==> config.mk <==
export PLATFORM = sky130hd
export DESIGN_NAME = tsq_sequencer
export DESIGN_NICKNAME = d
export VERILOG_FILES = /design/src/rtl/tsq_pkg.sv /design/src/rtl/tsq_wait_timer.sv /design/src/rtl/tsq_sequencer.sv
export SDC_FILE = /design/constraint.sdc
export NUM_CORES = 1
export LEC_CHECK = 0
export BUFFER_PORTS_ARGS = -buffer_cell sky130_fd_sc_hd__buf_2
export CAP_MARGIN = 20
export CORE_ASPECT_RATIO = 0.8
export CORE_MARGIN = 3
export CORE_UTILIZATION = 60
export CTS_BUF_LIST = sky130_fd_sc_hd__clkbuf_4
export DETAILED_ROUTE_END_ITERATION = 10
export PLACE_DENSITY_LB_ADDON = 0.15
export SLEW_MARGIN = 20
export SYNTH_ARGS = -nofsm -noshare
export SYNTH_HDL_FRONTEND = slang
export SYNTH_SLANG_ARGS = --single-unit
==> constraint.sdc <==
create_clock -name clock -period 8.8 [get_ports clock]
set_clock_uncertainty 0.15 [all_clocks]
set_input_delay 2.2 -clock clock [delete_from_list [all_inputs] [get_ports clock]]
set_output_delay 2.2 -clock clock [all_outputs]
set_load 0.03 [all_outputs]
==> src/rtl/tsq_pkg.sv <==
package tsq_pkg;

  // command byte layout: class in the upper nibble, option in the lower
  localparam int CMD_W = 8;
  localparam int CLASS_LSB = 4;
  localparam int OPT_W = 4;

  // command classes
  localparam logic [3:0] CLASS_CONTROL = 4'h0;
  localparam logic [3:0] CLASS_ADD_COPY = 4'h1;

  // control-class options
  localparam logic [3:0] OPT_SD_DISABLE = 4'h2;
  localparam logic [3:0] OPT_SD_ENABLE = 4'h6;
  localparam logic [3:0] OPT_WAIT_T0 = 4'h8;
  localparam logic [3:0] OPT_WAIT_T1 = 4'h9;
  localparam logic [3:0] OPT_WAIT_SWT = 4'hB;
  localparam logic [3:0] OPT_CHSEL_C0 = 4'hC;
  localparam logic [3:0] OPT_CHSEL_C1 = 4'hD;
  localparam logic [3:0] OPT_CHSEL_LIT = 4'hE;
  localparam logic [3:0] OPT_BROADCAST = 4'hF;

  // add/copy options: add uses 0..5, copy uses 8..13 on the same targets
  localparam logic [3:0] OPT_ADD_LAST = 4'h5;
  localparam logic [3:0] OPT_COPY_FIRST = 4'h8;
  localparam logic [3:0] OPT_COPY_LAST = 4'hD;

  // limit register file indices
  localparam int NUM_LIM = 6;
  localparam logic [2:0] LIM_C0 = 3'h0;
  localparam logic [2:0] LIM_C1 = 3'h1;
  localparam logic [2:0] LIM_T0 = 3'h2;
  localparam logic [2:0] LIM_T1 = 3'h3;
  localparam logic [2:0] LIM_SD = 3'h4;
  localparam logic [2:0] LIM_LIT0 = 3'h5;

  // wait timers: timer zero, timer one, step delay
  localparam int NUM_TMR = 3;
  localparam int TMR_T0 = 0;
  localparam int TMR_T1 = 1;
  localparam int TMR_SD = 2;

  // reset values
  localparam logic [15:0] LIM_RESET = 16'h0000;
  localparam logic [5:0] CHSEL_RESET = 6'h00;
  localparam logic SD_EN_RESET = 1'b0;

  // converter channel-select width
  localparam int CHSEL_W = 6;

  typedef enum logic [2:0] {
    ST_IDLE,
    ST_EXEC,
    ST_WAIT_TMR,
    ST_WAIT_SWT,
    ST_WAIT_SD
  } tsq_state_e;

endpackage

==> src/rtl/tsq_wait_timer.sv <==
`timescale 1ns/1ps
module tsq_wait_timer
  import tsq_pkg::*;
#(
  parameter int WIDTH = 16
)
(
  input wire logic clock,
  input wire logic srst,
  input wire logic start,
  input wire logic [WIDTH-1:0] limit,
  output logic done
);

  logic run_q;
  logic run_d;
  logic [WIDTH-1:0] count_q;
  logic [WIDTH-1:0] count_d;

  // done is a one-cycle pulse when the running count meets the limit
  assign done = run_q && (count_q == limit);

  // next count: start clears and runs, match stops
  always_comb
  begin
    run_d = run_q;
    count_d = count_q;
    if (start)
    begin
      run_d = 1'b1;
      count_d = '0;
    end
    else if (done)
      run_d = 1'b0;
    else if (run_q)
      count_d = count_q + 1'b1;
  end

  always_ff @(posedge clock)
  begin
    if (srst)
    begin
      run_q <= 1'b0;
      count_q <= '0;
    end
    else
    begin
      run_q <= run_d;
      count_q <= count_d;
    end
  end

endmodule // tsq_wait_timer

==> src/rtl/tsq_sequencer.sv <==
`timescale 1ns/1ps
// Contract
// - control option 0010 turns the step delay timer off
// - control option 0110 turns the step delay timer on
// - control option 1000 starts timer zero, waits until it meets its limit
// - control option 1001 starts timer one, waits until it meets its limit
// - control option 1011 waits for a rising edge of the software trigger
// - options 1100/1101 load channel select from counter zero/one
// - option 1110 loads channel select from literal zero
// - option 1111 pulses every trigger enabled in the broadcast mask
// - add options 0000..0101 add the adjust value into the six limits
// - copy options 1000..1101 copy the hold value into the six limits
// - reserved classes and options execute as a no-operation
module tsq_sequencer
  import tsq_pkg::*;
#(
  parameter int DATA_W = 16,
  parameter int TRIG_W = 16
)
(
  input wire logic clock,
  input wire logic srst,
  input wire logic step_valid,
  input wire logic [CMD_W-1:0] step_cmd,
  output logic step_ready_q,
  input wire logic software_trigger_bit,
  input wire logic [DATA_W-1:0] adjust_value,
  input wire logic [DATA_W-1:0] hold_value,
  input wire logic [DATA_W-1:0] counter_zero,
  input wire logic [DATA_W-1:0] counter_one,
  input wire logic [TRIG_W-1:0] broadcast_trigger_enable,
  input wire logic cfg_write,
  input wire logic [2:0] cfg_index,
  input wire logic [DATA_W-1:0] cfg_data,
  output logic [NUM_LIM-1:0][DATA_W-1:0] limits_q,
  output logic [CHSEL_W-1:0] converter_channel_select_q,
  output logic [TRIG_W-1:0] trigger_out_q,
  output logic step_delay_en_q
);

  tsq_state_e state_q;
  tsq_state_e state_d;
  logic [CMD_W-1:0] cmd_q;
  logic [CMD_W-1:0] cmd_d;
  logic [1:0] tmr_sel_q;
  logic [1:0] tmr_sel_d;
  logic swt_prev_q;
  logic step_ready_d;
  logic [NUM_LIM-1:0][DATA_W-1:0] limits_d;
  logic [CHSEL_W-1:0] chsel_d;
  logic [TRIG_W-1:0] trig_d;
  logic sd_en_d;
  logic [NUM_TMR-1:0] tmr_start;
  logic [NUM_TMR-1:0] tmr_done;
  logic [NUM_TMR-1:0][DATA_W-1:0] tmr_limit;
  logic [3:0] cls;
  logic [3:0] opt;
  logic swt_rise;

  // splits the command byte into class and option
  function automatic logic [3:0] cmd_class(input logic [CMD_W-1:0] c);
    return c[CMD_W-1:CLASS_LSB];
  endfunction

  function automatic logic [3:0] cmd_option(input logic [CMD_W-1:0] c);
    return c[OPT_W-1:0];
  endfunction

  assign cls = cmd_class(cmd_q);
  assign opt = cmd_option(cmd_q);
  assign swt_rise = software_trigger_bit && !swt_prev_q;

  // limits that the three wait timers compare against
  assign tmr_limit[TMR_T0] = limits_q[LIM_T0];
  assign tmr_limit[TMR_T1] = limits_q[LIM_T1];
  assign tmr_limit[TMR_SD] = limits_q[LIM_SD];

  // one wait timer per limit-driven delay
  for (genvar i = 0; i < NUM_TMR; i++)
  begin : g_tmr
    tsq_wait_timer #(
      .WIDTH(DATA_W)
    ) u_tmr (
      .clock(clock),
      .srst(srst),
      .start(tmr_start[i]),
      .limit(tmr_limit[i]),
      .done(tmr_done[i])
    );
  end

  // step engine: fetch, execute, then the wait that the step asks for
  always_comb
  begin
    state_d = state_q;
    cmd_d = cmd_q;
    tmr_sel_d = tmr_sel_q;
    limits_d = limits_q;
    chsel_d = converter_channel_select_q;
    trig_d = '0;
    sd_en_d = step_delay_en_q;
    tmr_start = '0;
    // software loads a limit; a step update in the same cycle wins
    if (cfg_write && (cfg_index < 3'(NUM_LIM)))
      limits_d[cfg_index] = cfg_data;
    unique case (state_q)
      ST_IDLE:
      begin
        if (step_valid)
        begin
          cmd_d = step_cmd;
          state_d = ST_EXEC;
        end
      end
      ST_EXEC:
      begin
        state_d = ST_IDLE;
        if (cls == CLASS_CONTROL)
        begin
          unique case (opt)
            OPT_SD_DISABLE: sd_en_d = 1'b0;
            OPT_SD_ENABLE: sd_en_d = 1'b1;
            OPT_WAIT_T0:
            begin
              tmr_start[TMR_T0] = 1'b1;
              tmr_sel_d = 2'(TMR_T0);
              state_d = ST_WAIT_TMR;
            end
            OPT_WAIT_T1:
            begin
              tmr_start[TMR_T1] = 1'b1;
              tmr_sel_d = 2'(TMR_T1);
              state_d = ST_WAIT_TMR;
            end
            OPT_WAIT_SWT: state_d = ST_WAIT_SWT;
            OPT_CHSEL_C0: chsel_d = counter_zero[CHSEL_W-1:0];
            OPT_CHSEL_C1: chsel_d = counter_one[CHSEL_W-1:0];
            OPT_CHSEL_LIT:
              chsel_d = limits_q[LIM_LIT0][CHSEL_W-1:0];
            OPT_BROADCAST: trig_d = broadcast_trigger_enable;
            default: ; // reserved option: no effect
          endcase
        end
        else if (cls == CLASS_ADD_COPY)
        begin
          if (opt <= OPT_ADD_LAST)
            limits_d[opt[2:0]] = limits_q[opt[2:0]] + adjust_value;
          else if (opt >= OPT_COPY_FIRST && opt <= OPT_COPY_LAST)
            limits_d[3'(opt - OPT_COPY_FIRST)] = hold_value;
        end
        // other classes fall through as a no-operation
        if (state_d == ST_IDLE && sd_en_d)
        begin
          tmr_start[TMR_SD] = 1'b1;
          state_d = ST_WAIT_SD;
        end
      end
      ST_WAIT_TMR:
      begin
        if (tmr_done[tmr_sel_q])
        begin
          if (step_delay_en_q)
          begin
            tmr_start[TMR_SD] = 1'b1;
            state_d = ST_WAIT_SD;
          end
          else
            state_d = ST_IDLE;
        end
      end
      ST_WAIT_SWT:
      begin
        if (swt_rise)
        begin
          if (step_delay_en_q)
          begin
            tmr_start[TMR_SD] = 1'b1;
            state_d = ST_WAIT_SD;
          end
          else
            state_d = ST_IDLE;
        end
      end
      ST_WAIT_SD:
      begin
        if (tmr_done[TMR_SD])
          state_d = ST_IDLE;
      end
    endcase
    step_ready_d = (state_d == ST_IDLE);
  end

  // registers of the step engine
  always_ff @(posedge clock)
  begin
    if (srst)
    begin
      state_q <= ST_IDLE;
      cmd_q <= '0;
      tmr_sel_q <= '0;
      swt_prev_q <= 1'b0;
      step_ready_q <= 1'b0;
      limits_q <= {NUM_LIM{LIM_RESET}};
      converter_channel_select_q <= CHSEL_RESET;
      trigger_out_q <= '0;
      step_delay_en_q <= SD_EN_RESET;
    end
    else
    begin
      state_q <= state_d;
      cmd_q <= cmd_d;
      tmr_sel_q <= tmr_sel_d;
      swt_prev_q <= software_trigger_bit;
      step_ready_q <= step_ready_d;
      limits_q <= limits_d;
      converter_channel_select_q <= chsel_d;
      trigger_out_q <= trig_d;
      step_delay_en_q <= sd_en_d;
    end
  end
endmodule // tsq_sequencer

After elaboration in Yosys (flattened, before gate mapping)
Cells that the tools add are included.

storage, ports and cells
  bits in registers = 185
  input port bits = 112
  output and inout bits = 120

operators by class
  add/sub/neg operators = 5
  $lt $le $gt $ge = 11
  equality and inequality tests = 17
  multiplexer cells = 49
  bitwise logic cells = 6
  reduce and logical (&&, ||, !) cells = 31

operators with widths
  kind                   count
  $mux 96                6
  $bwmux 96              3
  $demux 16 s3           3
  $mux 16                4
  $add 16x1->16 const B  3
  $bmux 16 s3            1
  $eq 16x16->1           3
  $eq 4x4->1 const B     7
  $mux 3                 7
  $pmux 6 s3             1
  $add 16x16->16         1
  $mux 1                 15
  $pmux 3 s5             1
  $lt 3x4->1 const B     3
  $logic_and 1x1->1      10
  $ge 3x1->1 const B     3
  $logic_not 3->1        3
  $pmux 2 s2             2
  $reduce_and 2->1       4
  $reduce_bool 2->1      4
  $reduce_or 2->1        4
  $eq 3x2->1 const B     2
  $mux 2                 3
  $not 1->1              6
  other kinds (19)       20

Depth between registers and ports, before layout
Gate-level depths: netlist of the first run.

  depth in word-level cells = 12
  depth in mapped cells = 17

Cells and area by module
Synthesis of the first run repeated with hierarchy kept, for this count alone.

unflattened totals
  cells, all modules = 1412
  area, all modules = 11631.2 µm²

modules (own cells, without submodules)
  module                                instances  cells each  area an instance (µm²)  sequential area each (µm²)
  tsq_sequencer                         1          1057        8633.3                  2662.6
  tsq_wait_timer at g_tmr[0].u_tmr ...  2          118         997.2                   340.3
  tsq_wait_timer at g_tmr[2].u_tmr      1          119         1003.5                  340.3

Worst setup path after synthesis of the first run
OpenSTA, ideal clock, no wires.

  path type = input to register
  from = in adjust_value[0]
  to = reg limits_q[40] (netlist name)
  setup time = 86 ps
  data arrival time = 4174 ps
  data required time = 8564 ps
  path slack = 4391 ps
  cell stages on the path = 10
  cell sequence = ha_1 > inv_1 > fa_1 > nand2b_1 > a21oi_1 > o21ai_0 > and2_1 > xnor2_1 > a22oi_1 > a211oi_1

on the way
  cells in the longest elaborated chain, start to end = 6

ends and longest elaborated chain
  what                  RTL line              RTL
  from (decl)           tsq_sequencer.sv:27   input wire logic [DATA_W-1:0] adjust_value,
  $add 16x16->16        tsq_sequencer.sv:147  limits_d[opt[2:0]] = limits_q[opt[2:0]] + adjust_value;
  $bwmux 96             tsq_sequencer.sv:147
  $mux 96               tsq_sequencer.sv:146  if (opt <= OPT_ADD_LAST)
  $mux 96               tsq_sequencer.sv:144  else if (cls == CLASS_ADD_COPY)
  $mux 96               tsq_sequencer.sv:118  if (cls == CLASS_CONTROL)
  $mux 96               tsq_sequencer.sv:106  unique case (state_q)
  to (signal assigned)  tsq_sequencer.sv:203  limits_q <= {NUM_LIM{LIM_RESET}};
  to (signal assigned)  tsq_sequencer.sv:215  limits_q <= limits_d;
  to (decl)             tsq_sequencer.sv:35   output logic [NUM_LIM-1:0][DATA_W-1:0] limits_q,

No other way between the ends.
A chain may end at the register's enable or synchronous reset.

Worst setup path after layout of the first run
  from = reg cmd_q[2]
  to = reg limits_q[31] (netlist name)

on the way
  cells in the longest elaborated chain, start to end = 11
  elaborated cells between the ends (all ways) = 25
  classes of those cells = 2 x add/sub; 7 x order compare; 13 x mux; 3 x reduce/logical

ends and longest elaborated chain
  what                                                            RTL line              RTL
  from (decl)                                                     tsq_sequencer.sv:43   logic [CMD_W-1:0] cmd_q;
  from (signal assigned)                                          tsq_sequencer.sv:211  cmd_q <= cmd_d;
  $sub 3x1->3                                                     tsq_sequencer.sv:149  limits_d[3'(opt - OPT_COPY_FIRST)] = hold_value;
  $lt 3x4->1 (implied by the code) or $ge 3x1->1 (tied branches)  tsq_sequencer.sv:149
  $logic_and 1x1->1 (implied by the code)                         tsq_sequencer.sv:149
  $mux 16 (implied by the code)                                   tsq_sequencer.sv:149
  $demux 16 s3                                                    tsq_sequencer.sv:149
  $bwmux 96                                                       tsq_sequencer.sv:149
  $mux 96                                                         tsq_sequencer.sv:148  else if (opt >= OPT_COPY_FIRST && opt <= OPT_COPY_LAST)
  $mux 96 (*)                                                     tsq_sequencer.sv:146
  $mux 96 (*)                                                     tsq_sequencer.sv:144
  $mux 96 (*)                                                     tsq_sequencer.sv:118
  $mux 96 (*)                                                     tsq_sequencer.sv:106

Every way passes the cells marked *; elsewhere a longest branch is shown, timed or not. The select of a mux whose other input is x is not followed.

==> results of run 1 <==
[worst max-delay path, stage by stage (launching register included)]
cell,delay (ns)
sky130_fd_sc_hd__dfxtp_1,0.78
sky130_fd_sc_hd__clkinv_1,0.95
sky130_fd_sc_hd__a21oi_1,0.50
sky130_fd_sc_hd__inv_1,0.08
sky130_fd_sc_hd__ha_1,0.30
sky130_fd_sc_hd__a211oi_1,0.41
sky130_fd_sc_hd__o211ai_1,0.23
sky130_fd_sc_hd__nand2_1,0.15
sky130_fd_sc_hd__o21ai_0,0.19
sky130_fd_sc_hd__xnor2_1,0.48
sky130_fd_sc_hd__nand2_1,0.19
sky130_fd_sc_hd__a311oi_1,0.29
[worst paths after layout]
check | from | end | slack, ns
max reg2reg | cmd_q[2] | limits_q[31] | 4.00
max | cmd_q[2] | limits_q[31] | 4.00
min | converter_channel_select_q[4] | converter_channel_select_q[4] | 0.33
min reg2reg | converter_channel_select_q[4] | converter_channel_select_q[4] | 0.33
[where the power goes]
part / internal, W / switching, W
Combinational: 0.000105 / 0.000206
Clock: 0.000169 / 0.000309
Sequential: 0.000850 / 0.0000240
[kinds of logic after synthesis]
logic type / share of synthesized area
AO/OA/AOI/OAI: 0.208
AND/OR/NAND/NOR: 0.196
buffers and inverters: 0.0403
XOR/XNOR: 0.0768
flip-flops: 0.336
adder cells (fa/ha/maj): 0.0224
multiplexers: 0.120
[layer usage]
layer	vias to the layer above	track usage	wire length, µm
li1	5107	-	-
met1	5274	0.512	15100
met2	789	0.524	15600
met3	132	0.0846	4500
met4	0	0.145	1720
met5	-	0	0
[cell usage in the layout, fill, tap and decap left out, drive strengths merged, types with 6 or more instances in the layout]
cell type	instances
nand3	33
a211oi	86
and2	25
buf	231
a221oi	10
clkinv	7
nand4	24
o311ai	6
a22oi	9
and3	13
nor2	141
clkbuf	17
inv	21
nand2	111
ha	18
dfxtp	184
mux2i	77
a21oi	94
a31oi	9
a21o	10
xor2	49
a311oi	12
or3	12
mux4	16
nor2b	30
nand2b	14
nor3	25
mux2	16
o21ai	72
nor4	10
xnor2	47
[sequential cells by signal (all words and copies together) (netlist names), 3 cells and up]
name	flops
limits_q	96
g_tmr.u_tmr.count_q	48
trigger_out_q	16
cmd_q	8
converter_channel_select_q	6
g_tmr.u_tmr.run_q	3
state_q	3
[stage by stage]
| step | hold slack, ns | total power, W | worst slack [ns] |
|---|---|---|---|
| after global routing | 0.352 | 0.00172 | 3.75 |
| after global placement | 0.294 | 0.00119 | 3.75 |
| after detailed placement | 0.306 | 0.00119 | 3.69 |
| after CTS | 0.325 | 0.00165 | 4.22 |
| final | 0.326 | 0.00166 | 4.00 |
| after floorplan | 0.293 | 0.00108 | 4.39 |
[area by class of cell]
cell class / count / area (µm²) / share of cell area
Antenna cell: 1 / 2.50 / 0.000202
Inverter: 20 / 75.1 / 0.00605
Sequential cell: 184 / 3690 / 0.297
Clock inverter: 14 / 151 / 0.0122
Multi-Input combinational cell: 1021 / 6860 / 0.553
Clock buffer: 17 / 128 / 0.0103
Timing Repair Buffer: 231 / 1210 / 0.0978
Tap cell: 225 / 282 / 0.0227
==> impl_table.tex, run 1 <==
\begin{tabular}{lr}
\hline
Metric & Value \\
\hline
\multicolumn{2}{l}{\textbf{Status}} \\
Status & finished clean \\
\multicolumn{2}{l}{\textbf{Die}} \\
Area enclosed by the die boundary & 19900 µm² \\
Y dimension of the die & 127 µm \\
Core area & approximately 18000 µm² \\
Die W & about 160 µm \\
Placement row count & 43 \\
Number of top-level design ports & 232 \\
Initial core utilization & 0.622 \\
\multicolumn{2}{l}{\textbf{Worst setup path}} \\
Data required time at the worst endpoint & $\sim$9.1 ns \\
Largest fanout of any net on the critical path & 26 \\
CP Capture Type & register \\
Cell depth of the worst flop-to-flop path & 11 \\
Nature of the critical path startpoint & register \\
Endpoint arrival time on the critical path & 5.15 ns \\
Critical Setup Path Class & reg2reg \\
\multicolumn{2}{l}{\textbf{Timing}} \\
Final min period & about 4.8 ns \\
Period Utilization, post-route & 0.546 \\
Unrepaired setup endpoints after global routing & false \\
Max Slew Vio Count & 0 \\
Final sum of negative setup slack & 0 ns \\
Transition time at the pin with the least slew margin & 0.993 ns \\
Hold Violations, Final & 0 \\
\# setup viols final & 0 \\
Peak Freq & 208 MHz \\
Max-slew headroom at the worst pin & 0.335 \\
\multicolumn{2}{l}{\textbf{Logic synthesis}} \\
Number of register bits inferred by synthesis & 184 \\
Count of yosys warnings during synthesis & 0 \\
Post-synth ARST share & 0 \\
Share of the synthesized area in the top cell type & 0.336 \\
Leading area contributor after synthesis & sky130\_fd\_sc\_hd\_\_dfxtp\_1 \\
Area of the mapped netlist & $\sim$11000 µm² \\
Post-synth net total & 1440 \\
Avg Synthesized Cell Area & 8.36 µm² \\
Primary FF master, synth & sky130\_fd\_sc\_hd\_\_dfxtp\_1 \\
Number of instances in the synthesized netlist & 1309 \\
List of most frequent post-synthesis cells & sky130\_fd\_sc\_hd\_\_dfxtp\_1, sky130\_fd\_sc\_hd\_\_nor2\_1, sky130\_fd\_sc\_hd\_\_nand2\_1 \\
Distinct cells, synth & between 60 and 70 \\
Sequential element share of the synthesized area & 0.336 \\
Number of synthesized flops with an enable pin & 0 \\
Top cells by area, synth & sky130\_fd\_sc\_hd\_\_dfxtp\_1, sky130\_fd\_sc\_hd\_\_mux2i\_1, sky130\_fd\_sc\_hd\_\_a211oi\_1 \\
Most frequent cell after synthesis & sky130\_fd\_sc\_hd\_\_dfxtp\_1 \\
\multicolumn{2}{l}{\textbf{GRT}} \\
Remaining Overflow, GRT & 0 \\
Pin count of the biggest net entering global routing & 77 \\
Vias in the first global route & 10049 \\
Global-route wire length before repair & between 50 and 60 mm \\
GRT Resource Usage Total & 0.359 \\
Initial antenna violation count & 1 \\
\multicolumn{2}{l}{\textbf{Detailed routing}} \\
DR vias & approximately 11000 \\
Wire length reported by the detailed router & 36.9 mm \\
Avg WL per Cell & around 22 µm \\
Count of routing violations after the opening detailed-route iteration & about 1700 \\
DRC violations left & 0 \\
Antenna violation net count after detailed routing & 0 \\
Via-per-instance ratio & between 6 and 7 \\
Length of the first detailed-routing pass in iterations & 9 \\
\multicolumn{2}{l}{\textbf{Power and ir drop}} \\
Total leakage power & 5.17 nW \\
Worst voltage drop across the vdd grid & 79.1 µV \\
Power Dens Cells & 134 nW/µm² \\
\multicolumn{2}{l}{\textbf{Placed design}} \\
Final weighted congestion of routability-driven global placement & 0.954 \\
DP Area & 12100 µm² \\
HPWL reported at the end of detailed placement & 26.9 mm \\
Count of port buffers added during placement & 211 \\
Total placed cells including tap cells & approximately 1700 \\
\multicolumn{2}{l}{\textbf{Hold path}} \\
Worst hold path stage count & 2 \\
Worst min path class & reg2reg \\
\multicolumn{2}{l}{\textbf{CTS}} \\
Root buffer cell & sky130\_fd\_sc\_hd\_\_clkbuf\_4 \\
Register clock-pin slew on the reported worst setup and hold paths & 0.15 ns \\
Buffer levels on the longest clock path & 2 \\
H-tree depth & 4 \\
Number of hold buffers added after CTS & 0 \\
Number of buffers inserted during clock tree synthesis & 17 \\
Clock tree from TritonCTS & done \\
Setup Fix Bufs, Post-CTS & 0 \\
Post-CTS resize count & 0 \\
Insertion delay to the later sink of the worst-skew pair & a little under 0.6 ns \\
Count of clock tree sinks & 184 \\
\multicolumn{2}{l}{\textbf{Cells and area}} \\
Number of nets in the finished design & 1606 \\
Share of cells above drive strength 1 & 0.208 \\
Fill cell instance count of the final layout & between 1000 and 1500 \\
Layout area overhead & 13.3\% \\
Final Util & 0.705 \\
Final std cell area, no fill & 12400 µm² \\
Post-Layout Cell Count & 1713 \\
\multicolumn{2}{l}{\textbf{Job}} \\
Max cap viols & 0 \\
\hline
\end{tabular}
Note: power is estimated with default switching activity, not from simulation.
==> inputs of run 2 (changes only) <==
--- a/config.mk
+++ b/config.mk
@@ -9,7 +9,7 @@
 export CAP_MARGIN = 20
 export CORE_ASPECT_RATIO = 0.8
 export CORE_MARGIN = 3
-export CORE_UTILIZATION = 60
+export CORE_UTILIZATION = 57
 export CTS_BUF_LIST = sky130_fd_sc_hd__clkbuf_4
 export DETAILED_ROUTE_END_ITERATION = 10
 export PLACE_DENSITY_LB_ADDON = 0.15
==> constraint.sdc (replaced) <==
create_clock -name clock -period 4.7 [get_ports clock]
set_clock_uncertainty 0.15 [all_clocks]
set_input_delay 1.175 -clock clock [delete_from_list [all_inputs] [get_ports clock]]
set_output_delay 1.175 -clock clock [all_outputs]
set_load 0.03 [all_outputs]
==> impl_table.tex, run 2 (same netlist as run 1, synthesis figures left out) <==
\begin{tabular}{lr}
\hline
Metric & Value \\
\hline
\multicolumn{2}{l}{\textbf{Status}} \\
Status & finished clean \\
\multicolumn{2}{l}{\textbf{Detailed routing}} \\
Met1 wire length & 15.6 mm \\
Length of the first detailed-routing pass in iterations & 6 \\
Via-per-instance ratio & 6.34 \\
Uppermost signal routing layer after detailed routing & met5 \\
Count of routing violations after the opening detailed-route iteration & 1346 \\
Routed length on met3 & 4.13 mm \\
Antenna violation net count after detailed routing & 0 \\
Wire length reported by the detailed router & 37.0 mm \\
Detailed-routed wire length on met2 & 15.6 mm \\
DR vias & 11127 \\
DRC violations left & 0 \\
Avg WL per Cell & between 20 and 25 µm \\
\multicolumn{2}{l}{\textbf{GRT}} \\
GRT Resource Usage Total & 0.345 \\
Remaining Overflow, GRT & 0 \\
Global-route wire length before repair & 56.6 mm \\
Pin count of the biggest net entering global routing & 74 \\
Initial antenna violation count & 2 \\
Vias in the first global route & about 10000 \\
\multicolumn{2}{l}{\textbf{Timing}} \\
Max Slew Vio Count & 0 \\
Final min period & 4.28 ns \\
Final sum of negative setup slack & 0 ns \\
Hold Violations, Final & 0 \\
Unrepaired setup endpoints after global routing & false \\
\# setup viols final & 0 \\
Max-slew headroom at the worst pin & 0.377 \\
Transition time at the pin with the least slew margin & 0.930 ns \\
Peak Freq & 234 MHz \\
Period Utilization, post-route & 0.910 \\
\multicolumn{2}{l}{\textbf{Cells and area}} \\
Share of cells above drive strength 1 & 0.214 \\
Post-Layout Cell Count & 1755 \\
Number of nets in the finished design & 1619 \\
Sequential standard cell area & 3690 µm² \\
Area of the multi-input gates & approximately 6900 µm² \\
Most frequent standard cell in the layout excluding fill and tap cells & sky130\_fd\_sc\_hd\_\_buf\_2 \\
Largest registers in the final layout & limits\_q: 96 flops, g\_tmr.u\_tmr.count\_q: 48 flops, trigger\_out\_q: 16 flops \\
Number of flip-flops in the largest register & 96 \\
Layout area overhead & 14.5\% \\
Fill cell instance count of the final layout & 1614 \\
Most frequent cells in the layout & sky130\_fd\_sc\_hd\_\_buf\_2, sky130\_fd\_sc\_hd\_\_dfxtp\_1, sky130\_fd\_sc\_hd\_\_nor2\_1 \\
Largest register by flop count & limits\_q \\
\multicolumn{2}{l}{\textbf{CTS}} \\
Number of buffers inserted during clock tree synthesis & 17 \\
Count of clock tree sinks & 184 \\
H-tree depth & 4 \\
Root buffer cell & sky130\_fd\_sc\_hd\_\_clkbuf\_4 \\
Clock tree from TritonCTS & done \\
Post-CTS resize count & 0 \\
Setup Fix Bufs, Post-CTS & 0 \\
Insertion delay to the later sink of the worst-skew pair & 0.62 ns \\
Number of hold buffers added after CTS & 0 \\
Register clock-pin slew on the reported worst setup and hold paths & roughly 0.16 ns \\
Buffer levels on the longest clock path & 2 \\
\multicolumn{2}{l}{\textbf{Worst setup path}} \\
Family with the most delay on the worst path & compound AO/OA/AOI/OAI gates \\
Data required time at the worst endpoint & between 5 and 6 ns \\
Nature of the critical path startpoint & register \\
Crit-path slowest cell & sky130\_fd\_sc\_hd\_\_dfxtp\_2 \\
Cell type with the highest occurrence count on the critical path & sky130\_fd\_sc\_hd\_\_nand2\_1 \\
Critical Setup Path Class & reg2reg \\
Slowest cell delay on critical path & 0.78 ns \\
CP Capture Type & register \\
Worst reg-to-reg setup slack & between 0.4 and 0.5 ns \\
Endpoint arrival time on the critical path & 4.65 ns \\
Cell Chain, Critical Path & mux4\_2, a21oi\_1, inv\_1, ha\_1, a211oi\_1, o211ai\_1, nand2\_1, o21ai\_0, xnor2\_1, nand2\_1, a311oi\_1 \\
Largest fanout of any net on the critical path & 16 \\
Buffer and inverter count on the worst path & 1 \\
\multicolumn{2}{l}{\textbf{Die}} \\
Core area & approximately 18000 µm² \\
Die W & about 160 µm \\
Initial core utilization & 0.592 \\
Area enclosed by the die boundary & around 21000 µm² \\
Placement row count & 44 \\
Y dimension of the die & 130 µm \\
Number of top-level design ports & about 230 \\
\multicolumn{2}{l}{\textbf{Placed design}} \\
Count of port buffers added during placement & 211 \\
HPWL reported at the end of detailed placement & around 28 mm \\
Final weighted congestion of routability-driven global placement & about 1.0 \\
Total placed cells including tap cells & between 1500 and 2000 \\
\multicolumn{2}{l}{\textbf{Power and ir drop}} \\
Power Dens Cells & 248 nW/µm² \\
Total leakage power & 5.25 nW \\
Total power & about 0.0031 W \\
Worst voltage drop across the vdd grid & 163 µV \\
\multicolumn{2}{l}{\textbf{Job}} \\
Max cap viols & 0 \\
\multicolumn{2}{l}{\textbf{Hold path}} \\
Worst min path class & reg2reg \\
\hline
\end{tabular}
## run 2: through the flow
stage               area [µm²]  hold WS (ns)  utilization  setup slack [ns]
finish                   12500         0.320        0.677             0.424
global route             12500         0.351        0.677             0.238
global placement         12300         0.292        0.663             0.596
floorplan                10900         0.293            -             0.875
detailed placement       12300         0.297        0.663             0.555
CTS                      12500         0.323        0.677             0.501
## run 2: area by class of cell
| type | instances | share of cell area |
|---|---|---|
| Antenna cell | 1 | 0.000200 |
| Clock buffer | 17 | 0.0102 |
| Clock inverter | 15 | 0.0108 |
| Inverter | 20 | 0.00599 |
| Multi-Input combinational cell | 1021 | 0.547 |
| Sequential cell | 184 | 0.294 |
| Tap cell | 253 | 0.0253 |
| Timing Repair Buffer | 244 | 0.106 |
## run 2: layer usage
layer	up-vias	GRT usage
met5	-	0
met4	2	0.161
met3	118	0.0863
met2	699	0.516
met1	5176	0.474
li1	5132	-
## run 2: where the power goes
part	total (W)	switching, W	internal (W)
combinational	0.000590	0.000387	0.000203
sequential	0.00164	0.0000442	0.00159
clock	0.000877	0.000645	0.000232
## run 2: worst reg2reg max path, delay by kind of cell (launching register included)
kind	cells	cell delay, ns
and+or+nand+nor	2	0.37
DFF	1	0.78
buffers and inverters	1	0.08
xor gates and xnor gates	1	0.52
muxes	1	0.61
AOI/OAI and AO/OA	5	1.38
adders and majority gates	1	0.30
## run 2: path summary, 6_finish.rpt
check / from / end / cells past startpoint
max: cmd_q[0] / limits_q[31] / 11
min reg2reg: converter_channel_select_q[5] / converter_channel_select_q[5] / 2
min: converter_channel_select_q[5] / converter_channel_select_q[5] / 2
max reg2reg: cmd_q[0] / limits_q[31] / 11
